$ cat config.mk
export PLATFORM = sky130hd
export DESIGN_NAME = ebm_pin_mux
export DESIGN_NICKNAME = d
export VERILOG_FILES = /design/src/logic/ebm_pkg.sv /design/src/logic/ebm_float_timer.sv /design/src/logic/ebm_pin_mux.sv
export VERILOG_INCLUDE_DIRS = /design/src /design/src/logic
export SDC_FILE = /design/constraint.sdc
export NUM_CORES = 1
export LEC_CHECK = 0
export BUFFER_PORTS_ARGS = -buffer_cell sky130_fd_sc_hd__buf_2
export CAP_MARGIN = 40
export CORE_AREA = 2 2 139 141
export DETAILED_ROUTE_END_ITERATION = 8
export DIE_AREA = 0 0 141 143
export PLACE_DENSITY = 0.64
export SLEW_MARGIN = 20
export SYNTH_ARGS = -nofsm -noshare
export SYNTH_HDL_FRONTEND = slang
export SYNTH_HIERARCHICAL = 1
export SYNTH_SLANG_ARGS = --single-unit
$ cat constraint.sdc
create_clock -name CORE_CLK -period 2.5 [get_ports CORE_CLK]
set_input_delay 0.375 -clock CORE_CLK [delete_from_list [all_inputs] [get_ports CORE_CLK]]
set_output_delay 0.375 -clock CORE_CLK [all_outputs]
set_load 0.01 [all_outputs]
$ cat src/logic/ebm_defines.svh
`ifndef EBM_DEFINES_SVH
`define EBM_DEFINES_SVH

// address region decode: top nibble of the transfer address
`define EBM_REGION_MSB      31
`define EBM_REGION_LSB      28
`define EBM_REGION_CS0      4'h1
`define EBM_REGION_CS1      4'h2
`define EBM_REGION_CS2      4'h3
`define EBM_REGION_CS3      4'h4
`define EBM_REGION_CS4      4'h5
`define EBM_REGION_CS5      4'h6

// card mode field of the transfer address
`define EBM_CARD_MODE_MSB   23
`define EBM_CARD_MODE_LSB   21
`define EBM_CARD_ATTR       3'h0
`define EBM_CARD_COMMON     3'h2
`define EBM_CARD_IO         3'h4

// shared pin positions
`define EBM_PIN_ALE         21
`define EBM_PIN_CLE         22
`define EBM_PIN_RNW         25

// reset values and widths
`define EBM_PULLUP_RST      1'h0
`define EBM_FLOAT_W         4
`define EBM_DATA_W          32
`define EBM_ADDR_W          26

`endif

$ cat src/logic/ebm_pkg.sv
package ebm_pkg;

  // owner of the shared pins, one-hot
  typedef enum logic [4:0] {
    OWN_IDLE  = 5'h01,
    OWN_SMC   = 5'h02,
    OWN_SDRAM = 5'h04,
    OWN_FLASH = 5'h08,
    OWN_CARD  = 5'h10
  } ebm_owner_type;

  // pin arbitration state, one-hot
  typedef enum logic [2:0] {
    ST_IDLE  = 3'h1,
    ST_OWN   = 3'h2,
    ST_FLOAT = 3'h4
  } ebm_state_type;

endpackage

$ cat src/logic/ebm_float_timer.sv
`include "ebm_defines.svh"

// counts the data float time of the controller that just released the bus
module ebm_float_timer #(
  parameter int FW = `EBM_FLOAT_W
) (
  input  wire logic          clk,      // core clock
  input  wire logic          rst_b,    // async reset, low
  input  wire logic          load,     // start counting
  input  wire logic [FW-1:0] cycles,   // float time in cycles
  output logic               busy      // float time still running
);

  logic [FW-1:0] cnt_r;

  always_ff @(posedge clk or negedge rst_b) begin
    if (!rst_b) begin
      cnt_r <= '0;
    end else if (load) begin
      cnt_r <= cycles;
    end else if (cnt_r != '0) begin
      cnt_r <= cnt_r - 1'b1;
    end
  end

  assign busy = (cnt_r != '0);

endmodule

$ cat src/logic/ebm_pin_mux.sv
// Overview of operation
// RULE1: carry AHB transfers onto external bus pins
// RULE2: one shared bus, driver chosen by region
// RULE3: idle address and controls held stable
// RULE4: wait previous float time before new driver
// RULE5: sdram refresh never stalls other controllers
// RULE6: address regions map onto chip selects
// RULE7: software hands shared pins to bus
// RULE8: data pull-ups enabled after reset
// RULE9: disable bit turns off D0-D15 pull-ups
// RULE10: upper data pull-ups come from io
// RULE11: card direction and selects steer buffer
// RULE12: A22 and byte strobes reused per device
// RULE13: flash chip enable wired outside block; this block drives FLASH_CHIP_SELECT low from own_flash instead
// RULE14: data 8-15 for 16-bit flash only
// RULE15: wait input stretches card cycles
// RULE16: exactly one controller owns the pins
// RULE17: A21 is flash address latch enable
`include "ebm_defines.svh"

module ebm_pin_mux #(
  parameter int DW = `EBM_DATA_W,
  parameter int AW = `EBM_ADDR_W,
  parameter int FW = `EBM_FLOAT_W
) (
  input  wire logic          CORE_CLK,            // 25 MHz clock
  input  wire logic          RST_B,               // async reset, low
  // static memory controller side
  input  wire logic          SMC_REQ,             // wants the pins
  input  wire logic [31:0]   SMC_AHB_ADDR,        // transfer address
  input  wire logic [AW-1:0] SMC_ADDR,            // external address
  input  wire logic [DW-1:0] SMC_WDATA,           // write data
  input  wire logic          SMC_DATA_OE_B,       // drives data, low
  input  wire logic          SMC_RD_B,            // read strobe
  input  wire logic          SMC_WE_B,            // write strobe
  input  wire logic [3:0]    SMC_BS_B,            // byte selects
  input  wire logic [FW-1:0] SMC_FLOAT,           // data float cycles
  input  wire logic          CARD_EN,             // card logic enabled
  input  wire logic          FLASH_WIDE,          // 16-bit flash
  output logic               GRANT_SMC,           // smc owns pins
  output logic               WAIT_TO_SMC,         // stretch card cycle
  // sdram controller side
  input  wire logic          SDR_REQ,             // wants the pins
  input  wire logic          SDR_REFRESH,         // refresh in progress
  input  wire logic [AW-1:0] SDR_ADDR,            // external address
  input  wire logic [DW-1:0] SDR_WDATA,           // write data
  input  wire logic          SDR_DATA_OE_B,       // drives data, low
  input  wire logic          SDR_CS_B,            // sdram select
  input  wire logic [3:0]    SDR_DQM,             // data masks
  input  wire logic [FW-1:0] SDR_FLOAT,           // data float cycles
  output logic               GRANT_SDR,           // sdram owns pins
  // pull-up control
  input  wire logic          DATA_PULLUP_DISABLE, // cfg bit
  output logic               PULLUP_LOW_EN,       // pull-ups D0-D15
  // pins
  input  wire logic          EXTERNAL_WAIT_IN,    // wait pin, low
  input  wire logic [DW-1:0] D_IN,                // data pins in
  output logic [DW-1:0]      D_OUT,               // data pins out
  output logic [DW-1:0]      D_OE_B,              // data enable, low
  output logic [DW-1:0]      RDATA,               // captured data
  output logic [AW-1:0]      A_OUT,               // address pins
  output logic [5:0]         CS_B,                // chip selects
  output logic               SDRAM_CHIP_SELECT,   // sdram select, low
  output logic               RD_B,                // read / card oe
  output logic               WE_B,                // write / card we
  output logic               BYTE_SELECT_1,       // bs1 / io read
  output logic               BYTE_SELECT_3,       // bs3 / io write
  output logic [1:0]         BYTE_SELECT_02,      // bs0, bs2
  output logic               FLASH_READ_STROBE,   // flash oe, low
  output logic               FLASH_WRITE_STROBE,  // flash we, low
  output logic               FLASH_CHIP_SELECT,   // flash ce, low
  output logic               CARD_ENABLE_LOW_BYTE,  // ce1, low
  output logic               CARD_ENABLE_HIGH_BYTE  // ce2, low
);

  // ==========================================================
  // pin input synchroniser
  // ==========================================================
  logic [2:0] wait_sync_r;
  logic       wait_r;

  always_ff @(posedge CORE_CLK or negedge RST_B) begin
    if (!RST_B) begin
      wait_sync_r <= 3'h7;
      wait_r      <= 1'h1;
    end else begin
      wait_sync_r <= {wait_sync_r[1:0], EXTERNAL_WAIT_IN};
      if (wait_sync_r[2] == wait_sync_r[1]) begin
        wait_r <= wait_sync_r[1];
      end
    end
  end

  // ==========================================================
  // region decode
  // ==========================================================
  logic [3:0] region;
  logic [5:0] cs_hit;
  logic       is_flash;
  logic       is_card;
  logic [2:0] card_mode;
  logic       card_io;

  assign region    = SMC_AHB_ADDR[`EBM_REGION_MSB:`EBM_REGION_LSB];
  assign card_mode = SMC_AHB_ADDR[`EBM_CARD_MODE_MSB:`EBM_CARD_MODE_LSB];
  // RULE6: region to select
  always_comb begin
    cs_hit    = 6'h00;
    cs_hit[0] = (region == `EBM_REGION_CS0);
    cs_hit[1] = (region == `EBM_REGION_CS1);
    cs_hit[2] = (region == `EBM_REGION_CS2);
    cs_hit[3] = (region == `EBM_REGION_CS3);
    cs_hit[4] = (region == `EBM_REGION_CS4);
    cs_hit[5] = (region == `EBM_REGION_CS5);
  end
  assign is_flash = cs_hit[3];
  assign is_card  = CARD_EN && (cs_hit[4] || cs_hit[5]);
  // io and both ide modes use the io strobes
  assign card_io  = card_mode[2];

  // ==========================================================
  // pin arbitration
  // ==========================================================
  ebm_pkg::ebm_state_type state_r;
  ebm_pkg::ebm_state_type state_nxt;
  ebm_pkg::ebm_owner_type owner_r;
  ebm_pkg::ebm_owner_type owner_nxt;
  ebm_pkg::ebm_owner_type want;
  logic [FW-1:0]          float_cycles;
  logic                   float_busy;
  logic                   release_evt;

  // RULE16: one owner only
  always_comb begin
    if (SMC_REQ) begin
      if (is_flash) begin
        want = ebm_pkg::OWN_FLASH;
      end else if (is_card) begin
        want = ebm_pkg::OWN_CARD;
      end else begin
        want = ebm_pkg::OWN_SMC;
      end
    end else if (SDR_REQ || SDR_REFRESH) begin
      want = ebm_pkg::OWN_SDRAM;
    end else begin
      want = ebm_pkg::OWN_IDLE;
    end
  end

  // RULE5: refresh yields to smc
  // an sdram owner gives way as soon as smc asks, even with refresh mid-cycle
  always_comb begin
    state_nxt   = state_r;
    owner_nxt   = owner_r;
    release_evt = 1'b0;
    case (state_r)
      ebm_pkg::ST_IDLE: begin
        if (want != ebm_pkg::OWN_IDLE && !float_busy) begin
          state_nxt = ebm_pkg::ST_OWN;
          owner_nxt = want;
        end
      end
      ebm_pkg::ST_OWN: begin
        if (want != owner_r) begin
          release_evt = 1'b1;
          state_nxt   = ebm_pkg::ST_FLOAT;
          owner_nxt   = ebm_pkg::OWN_IDLE;
        end
      end
      ebm_pkg::ST_FLOAT: begin
        if (!float_busy) begin
          state_nxt = ebm_pkg::ST_IDLE;
        end
      end
      default: begin
        state_nxt = ebm_pkg::ST_IDLE;
        owner_nxt = ebm_pkg::OWN_IDLE;
      end
    endcase
  end

  always_ff @(posedge CORE_CLK or negedge RST_B) begin
    if (!RST_B) begin
      state_r <= ebm_pkg::ST_IDLE;
      owner_r <= ebm_pkg::OWN_IDLE;
    end else begin
      state_r <= state_nxt;
      owner_r <= owner_nxt;
    end
  end

  // RULE4: previous float time
  assign float_cycles = (owner_r == ebm_pkg::OWN_SDRAM) ? SDR_FLOAT
                                                         : SMC_FLOAT;

  ebm_float_timer #(.FW(FW)) u_float (
    .clk    (CORE_CLK),
    .rst_b  (RST_B),
    .load   (release_evt),
    .cycles (float_cycles),
    .busy   (float_busy)
  );

  // ==========================================================
  // pin drive
  // ==========================================================
  logic own_smc;
  logic own_sdr;
  logic own_flash;
  logic own_card;
  logic [DW-1:0] wdata;
  logic          data_oe_b;
  logic          hi_byte_oe_b;

  assign own_smc   = (owner_r == ebm_pkg::OWN_SMC);
  assign own_sdr   = (owner_r == ebm_pkg::OWN_SDRAM);
  assign own_flash = (owner_r == ebm_pkg::OWN_FLASH);
  assign own_card  = (owner_r == ebm_pkg::OWN_CARD);

  // RULE16: owner enables gate drivers
  // RULE2: owner picks data driver
  assign wdata     = own_sdr ? SDR_WDATA : SMC_WDATA;
  assign data_oe_b = own_sdr ? SDR_DATA_OE_B :
                     (own_smc || own_flash || own_card) ? SMC_DATA_OE_B
                                                        : 1'b1;
  // RULE14: high byte for wide flash
  assign hi_byte_oe_b = data_oe_b || (own_flash && !FLASH_WIDE);

  // RULE1: data path to pins
  always_ff @(posedge CORE_CLK or negedge RST_B) begin
    if (!RST_B) begin
      D_OUT  <= '0;
      D_OE_B <= '1;
      RDATA  <= '0;
    end else begin
      D_OUT  <= wdata;
      D_OE_B <= {{(DW-16){data_oe_b || own_flash || own_card}},
                 {8{hi_byte_oe_b}}, {8{data_oe_b}}};
      if (data_oe_b) begin
        RDATA <= D_IN;
      end
    end
  end

  // RULE3: hold address when idle
  // address only updates under an owner, so idle lines never toggle
  always_ff @(posedge CORE_CLK or negedge RST_B) begin
    if (!RST_B) begin
      A_OUT <= '0;
    end else if (own_sdr) begin
      A_OUT <= SDR_ADDR;
    end else if (own_smc || own_card) begin
      A_OUT <= SMC_ADDR;
      // RULE11: card buffer direction
      if (own_card) begin
        A_OUT[`EBM_PIN_RNW] <= SMC_WE_B;
      end
    end else if (own_flash) begin
      A_OUT <= SMC_ADDR;
      // RULE17: address latch enable
      A_OUT[`EBM_PIN_ALE] <= SMC_ADDR[`EBM_PIN_ALE];
      // RULE12: A22 as command latch
      A_OUT[`EBM_PIN_CLE] <= SMC_ADDR[`EBM_PIN_CLE];
    end
  end

  // RULE3: controls inactive when idle
  always_ff @(posedge CORE_CLK or negedge RST_B) begin
    if (!RST_B) begin
      CS_B                  <= 6'h3F;
      SDRAM_CHIP_SELECT     <= 1'h1;
      RD_B                  <= 1'h1;
      WE_B                  <= 1'h1;
      BYTE_SELECT_1         <= 1'h1;
      BYTE_SELECT_3         <= 1'h1;
      BYTE_SELECT_02        <= 2'h3;
      FLASH_READ_STROBE     <= 1'h1;
      FLASH_WRITE_STROBE    <= 1'h1;
      FLASH_CHIP_SELECT     <= 1'h1;
      CARD_ENABLE_LOW_BYTE  <= 1'h1;
      CARD_ENABLE_HIGH_BYTE <= 1'h1;
    end else begin
      CS_B                  <= ~(cs_hit & {6{own_smc || own_card}});
      SDRAM_CHIP_SELECT     <= !(own_sdr && !SDR_CS_B);
      RD_B                  <= 1'h1;
      WE_B                  <= 1'h1;
      BYTE_SELECT_1         <= 1'h1;
      BYTE_SELECT_3         <= 1'h1;
      BYTE_SELECT_02        <= 2'h3;
      FLASH_READ_STROBE     <= 1'h1;
      FLASH_WRITE_STROBE    <= 1'h1;
      FLASH_CHIP_SELECT     <= !own_flash;
      CARD_ENABLE_LOW_BYTE  <= 1'h1;
      CARD_ENABLE_HIGH_BYTE <= 1'h1;
      // RULE12: strobes reused per device
      if (own_sdr) begin
        BYTE_SELECT_1  <= SDR_DQM[1];
        BYTE_SELECT_3  <= SDR_DQM[3];
        BYTE_SELECT_02 <= {SDR_DQM[2], SDR_DQM[0]};
      end else if (own_smc) begin
        RD_B           <= SMC_RD_B;
        WE_B           <= SMC_WE_B;
        BYTE_SELECT_1  <= SMC_BS_B[1];
        BYTE_SELECT_3  <= SMC_BS_B[3];
        BYTE_SELECT_02 <= {SMC_BS_B[2], SMC_BS_B[0]};
      end else if (own_flash) begin
        FLASH_READ_STROBE  <= SMC_RD_B;
        FLASH_WRITE_STROBE <= SMC_WE_B;
      end else if (own_card) begin
        CARD_ENABLE_LOW_BYTE  <= SMC_BS_B[0];
        CARD_ENABLE_HIGH_BYTE <= SMC_BS_B[1];
        if (card_io) begin
          BYTE_SELECT_1 <= SMC_RD_B;
          BYTE_SELECT_3 <= SMC_WE_B;
        end else begin
          RD_B <= SMC_RD_B;
          WE_B <= SMC_WE_B;
        end
      end
    end
  end

  // ==========================================================
  // grants, wait, pull-ups
  // ==========================================================
  always_ff @(posedge CORE_CLK or negedge RST_B) begin
    if (!RST_B) begin
      GRANT_SMC   <= 1'h0;
      GRANT_SDR   <= 1'h0;
      WAIT_TO_SMC <= 1'h0;
    end else begin
      GRANT_SMC   <= (owner_nxt == ebm_pkg::OWN_SMC)
                  || (owner_nxt == ebm_pkg::OWN_FLASH)
                  || (owner_nxt == ebm_pkg::OWN_CARD);
      GRANT_SDR   <= (owner_nxt == ebm_pkg::OWN_SDRAM);
      // RULE15: card wait forwarding
      WAIT_TO_SMC <= own_card && !wait_r;
    end
  end

  // RULE8: pull-ups on after reset
  // RULE9: disable bit for D0-D15
  always_ff @(posedge CORE_CLK or negedge RST_B) begin
    if (!RST_B) begin
      PULLUP_LOW_EN <= !`EBM_PULLUP_RST;
    end else begin
      PULLUP_LOW_EN <= !DATA_PULLUP_DISABLE;
    end
  end

  // ==========================================================
  // checks
  // ==========================================================
  chk_single_grant: assert property ( // RULE16
    @(posedge CORE_CLK) disable iff (!RST_B)
    !(GRANT_SMC && GRANT_SDR))
    else $error("both controllers granted");

  chk_float_gap: assert property ( // RULE4
    @(posedge CORE_CLK) disable iff (!RST_B)
    release_evt && float_cycles != '0
    |=> state_r != ebm_pkg::ST_OWN ##1 state_r != ebm_pkg::ST_OWN)
    else $error("new owner before float time");

  chk_idle_addr: assert property ( // RULE3
    @(posedge CORE_CLK) disable iff (!RST_B)
    owner_r == ebm_pkg::OWN_IDLE ##1 owner_r == ebm_pkg::OWN_IDLE
    |=> $stable(A_OUT))
    else $error("address moved while idle");

  chk_idle_ctrl: assert property ( // RULE3
    @(posedge CORE_CLK) disable iff (!RST_B)
    $past(owner_r == ebm_pkg::OWN_IDLE) |-> RD_B && WE_B && (&CS_B))
    else $error("control active while idle");

  chk_pullup_cfg: assert property ( // RULE9
    @(posedge CORE_CLK) disable iff (!RST_B)
    DATA_PULLUP_DISABLE |=> !PULLUP_LOW_EN)
    else $error("pull-up not disabled");

  chk_narrow_flash: assert property ( // RULE14
    @(posedge CORE_CLK) disable iff (!RST_B)
    own_flash && !FLASH_WIDE |=> &D_OE_B[15:8])
    else $error("high byte driven for narrow flash");

  chk_card_wait: assert property ( // RULE15
    @(posedge CORE_CLK) disable iff (!RST_B)
    own_card && !wait_r |=> WAIT_TO_SMC)
    else $error("card wait not forwarded");

  chk_flash_select: assert property ( // RULE17
    @(posedge CORE_CLK) disable iff (!RST_B)
    own_flash |=> !FLASH_CHIP_SELECT
      && A_OUT[`EBM_PIN_ALE] == $past(SMC_ADDR[`EBM_PIN_ALE]))
    else $error("flash latch enable wrong");

  chk_refresh_yield: assert property ( // RULE5
    @(posedge CORE_CLK) disable iff (!RST_B)
    state_r == ebm_pkg::ST_OWN && own_sdr && SMC_REQ |=> !own_sdr)
    else $error("sdram held pins against smc");

endmodule

==> results.yml <==
run_status:
  outcome: "finished, final reports clean"
placement:
  hpwlAfterDp_microns: 11900
  post_dp_cell_area_sq_mm: 0.00752
  place_ws_ns: 0.0147
  gp_congestion: 0.787
  port_buffers: 326
clock_network:
  clkSinkCount: 131
  cts_tree: "done"
  clockBufferDepth: 2
  clk_pin_slew_ns: 0.06
  post_cts.repair.setup_buffers: 0
  cts-root-buf: "clkbuf_16"
  htree_num_levels: 4
  insertion_delay_ns: 0.41
  numCtsBuffers: 17
setup_path:
  r2r_cells: 10
  slowest_delay_ns: 0.44
  path_cells: "inv_1 -> ha_1 -> or3b_1 -> nor2_4 -> nand2_1 -> or2_2 -> o22ai_1 -> nand2b_1 -> or2_1 -> a221oi_2"
  cp_max_fo: 3
  crit_type: "reg -> reg"
  cp_num_buf_inv: 1
  worstPathRequired_ns: 2.82
  worstSetupEndpointType: "flop"
  worst_setup_path_start_kind: "flop"
  cp.depth: 10
  crit_family: "simple AND/OR/NAND/NOR gates"
  cp_slowest_cell: "or3b_1"
  arrival_ns: 2.66
synthesis:
  async_flop_share_pct: 100
  synth_top_area_share_pct: 44.6
  yosys.area_share.adder_pct: 0.607
  ys_types: 57
  synth_seq_area_share_pct: 57.4
  ys.flop_type: "dfrtp_1"
  muxShareOfSynthArea_pct: 18.3
  yosysTopAreaCell: "dfrtp_1"
  synth_compound_area_share_pct: 7.13
  synth-xor-area-share_pct: 0.607
  synthTopCellsByArea: "dfrtp_1 45%, dfstp_2 13%, mux2_2 7.6%, mux2_1 6.2%, mux2i_1 4.5%"
  synth.net_count: 680
  syn_area_sq_mm: 0.00578
  yosys.area_share.simple_pct: 9.47
  netlist_instances: 468
  ys_ff_latch: 131
  synth_area_per_cell_sq_um: 12.3
  synth_top_family_by_area: "multiplexers"
  yosysWarnings: 6
  synth_edf_count: 0
final_layout:
  final_area_sq_mm: 0.00810
  drive_gt1_share_pct: 58.0
  n_antenna_cell: 0
  syn_to_final_growth_pct: 40.3
  fillers: 1735
  fin_nets: 981
timing:
  worst_slack_ns: 0.152
  worst_slew_pin_slew_ns: 0.534
  final.min_clock_period_ns: 2.35
  clock_skew_ns: 0.00645
  max_clock_freq_mhz: 426
  slew_violations: 0
  fin_tns_setup_ns: 0
  setup_viol: 0
  rsz0062_at_grt: "false"
  fin_crit_sh_pct: 93.9
  maxSlewHeadroom_pct: 64.4
  hold_violations: 0
hold_path:
  hold_path.class: "in -> reg"
  holdPathStages: 2
floorplan:
  dieArea_sq_mm: 0.0202
  start_util_pct: 31.1
  num_rows: 50
  die_w_microns: 141
  die_h_microns: 143
  design.core.area_sq_mm: 0.0186
  ios: 354
global_routing:
  grt_pass1_vias: 4572
  grt_pass1_wl_microns: 24100
  grt_max_degree: 53
  gr-total-overflow: 0
  antenna_found_initial: 1
  grtUsageTotal_pct: 15.6
routing:
  viasPerCell: 4.43
  ant_nets: 0
  drt_iter0_drc: 98
  wl_microns: 15700
  first_pass_iters: 4
  num_vias: 4492
  wl_per_cell_microns: 15.4
  drc: 0
power_and_ir_drop:
  power_w: 0.00757
  power.leakage_nw: 4.07
  peakVddDrop_v: 0.000421
  powerDensity_mw_per_mm2: 934
flow_run:
  cap_violations: 0
layout make-up:
class                      instances  area, sq um  share of cell area [%]
tap                              234          293                    3.61
clock buffer                      17          425                    5.25
sequential                       131         3310                    40.9
clock inverter                    14          133                    1.64
multi-input combinational        271         2120                    26.2
inverter                          10         37.5                   0.463
timing repair buffer             338         1780                    22.0
repair_timing:
item | CTS | global route
gates resized for setup | 0 | 5
hold endpoints to repair | 28 | 0
hold buffers | 1 | 0
setup endpoints to repair | 0 | 2
per-layer routing:
layer | part of all wire [%] | vias to the layer above | track usage, %
met5 | 0.10 | - | 0
met4 | 1.3 | 2 | 4.32
met3 | 6.9 | 18 | 5.03
met2 | 52 | 220 | 27.7
met1 | 40 | 2058 | 18.2
li1 | - | 2194 | -
Yosys cell counts (6+ instances only):
library cell,instances
clkbuf_1,16
mux2i_1,26
dfstp_2,28
buf_4,29
a21oi_1,7
mux2_2,39
dfrtp_1,103
nor3_1,6
nor2_1,16
inv_1,9
nand2_1,44
buf_2,8
o21ai_0,30
mux2_1,32
final timing paths:
| check | startpoint | end | slack [ns] |
|---|---|---|---|
| setup / recovery | u_float/cnt_r[0]$_DFFE_PN0P_ | GRANT_SMC$_DFF_PN0_ | 0.15 |
| hold / removal | DATA_PULLUP_DISABLE | PULLUP_LOW_EN$_DFF_PN1_ | 0.06 |
| setup reg to reg | u_float/cnt_r[0]$_DFFE_PN0P_ | GRANT_SMC$_DFF_PN0_ | 0.15 |
| hold reg to reg | wait_sync_r[0]$_DFF_PN1_ | wait_sync_r[1]$_DFF_PN1_ | 0.36 |
| max in group asynchronous | RST_B | BYTE_SELECT_02[0]$_DFF_PN1_ | 1.35 |
| min in group asynchronous | RST_B | owner_r[4]$_DFF_PN0_ | 0.50 |
sequential cells by signal, indices dropped and copies added (netlist names), 2 cells and up:
signal / count
state_r: 3
BYTE_SELECT_02: 2
D_OUT: 32
A_OUT: 26
CS_B: 6
wait_sync_r: 3
owner_r: 5
u_float/cnt_r: 4
RDATA: 32
D_OE_B: 3
kinds of logic (layout without fill, tap and decap cells):
group                      count (synthesis)  after routing
muxes                                     97             97
xor gates and xnor gates                   4              4
buffers and inverters                     66            379
and+or+nand+nor                          105            105
adders and majority gates                  3              3
DFF                                      131            131
AOI/OAI and AO/OA                         62             62
power breakdown:
group,switching [W],internal (W)
sequential,0.000292,0.00260
clock,0.000982,0.00137
combinational,0.00126,0.00106
placed cells by master, fill, tap and decap left out, types with 4 or more instances in the layout:
master / count
nor2b_1: 5
mux2_1: 32
a21oi_1: 5
o21ai_0: 29
nor2_1: 15
nand2_1: 44
o21ai_1: 4
clkbuf_16: 17
dfstp_2: 28
buf_4: 7
buf_12: 4
dfrtp_1: 103
nand3b_1: 5
nand2b_1: 4
mux2_2: 39
nor3_1: 6
buf_2: 325
clkinv_4: 5
mux2i_1: 26
inv_1: 9
through the flow:
step,hold WS [ns],util (%),instances
6_report,0.0614,43.6,1015
4_1_cts,0.0401,43.5,1015
3_5_place_dp,0.348,40.5,983
3_3_place_gp,0.347,40.5,983
2_1_floorplan,0.0794,-,468
5_1_grt,0.0389,43.6,1015
Note: power is estimated with default switching activity, not from simulation.
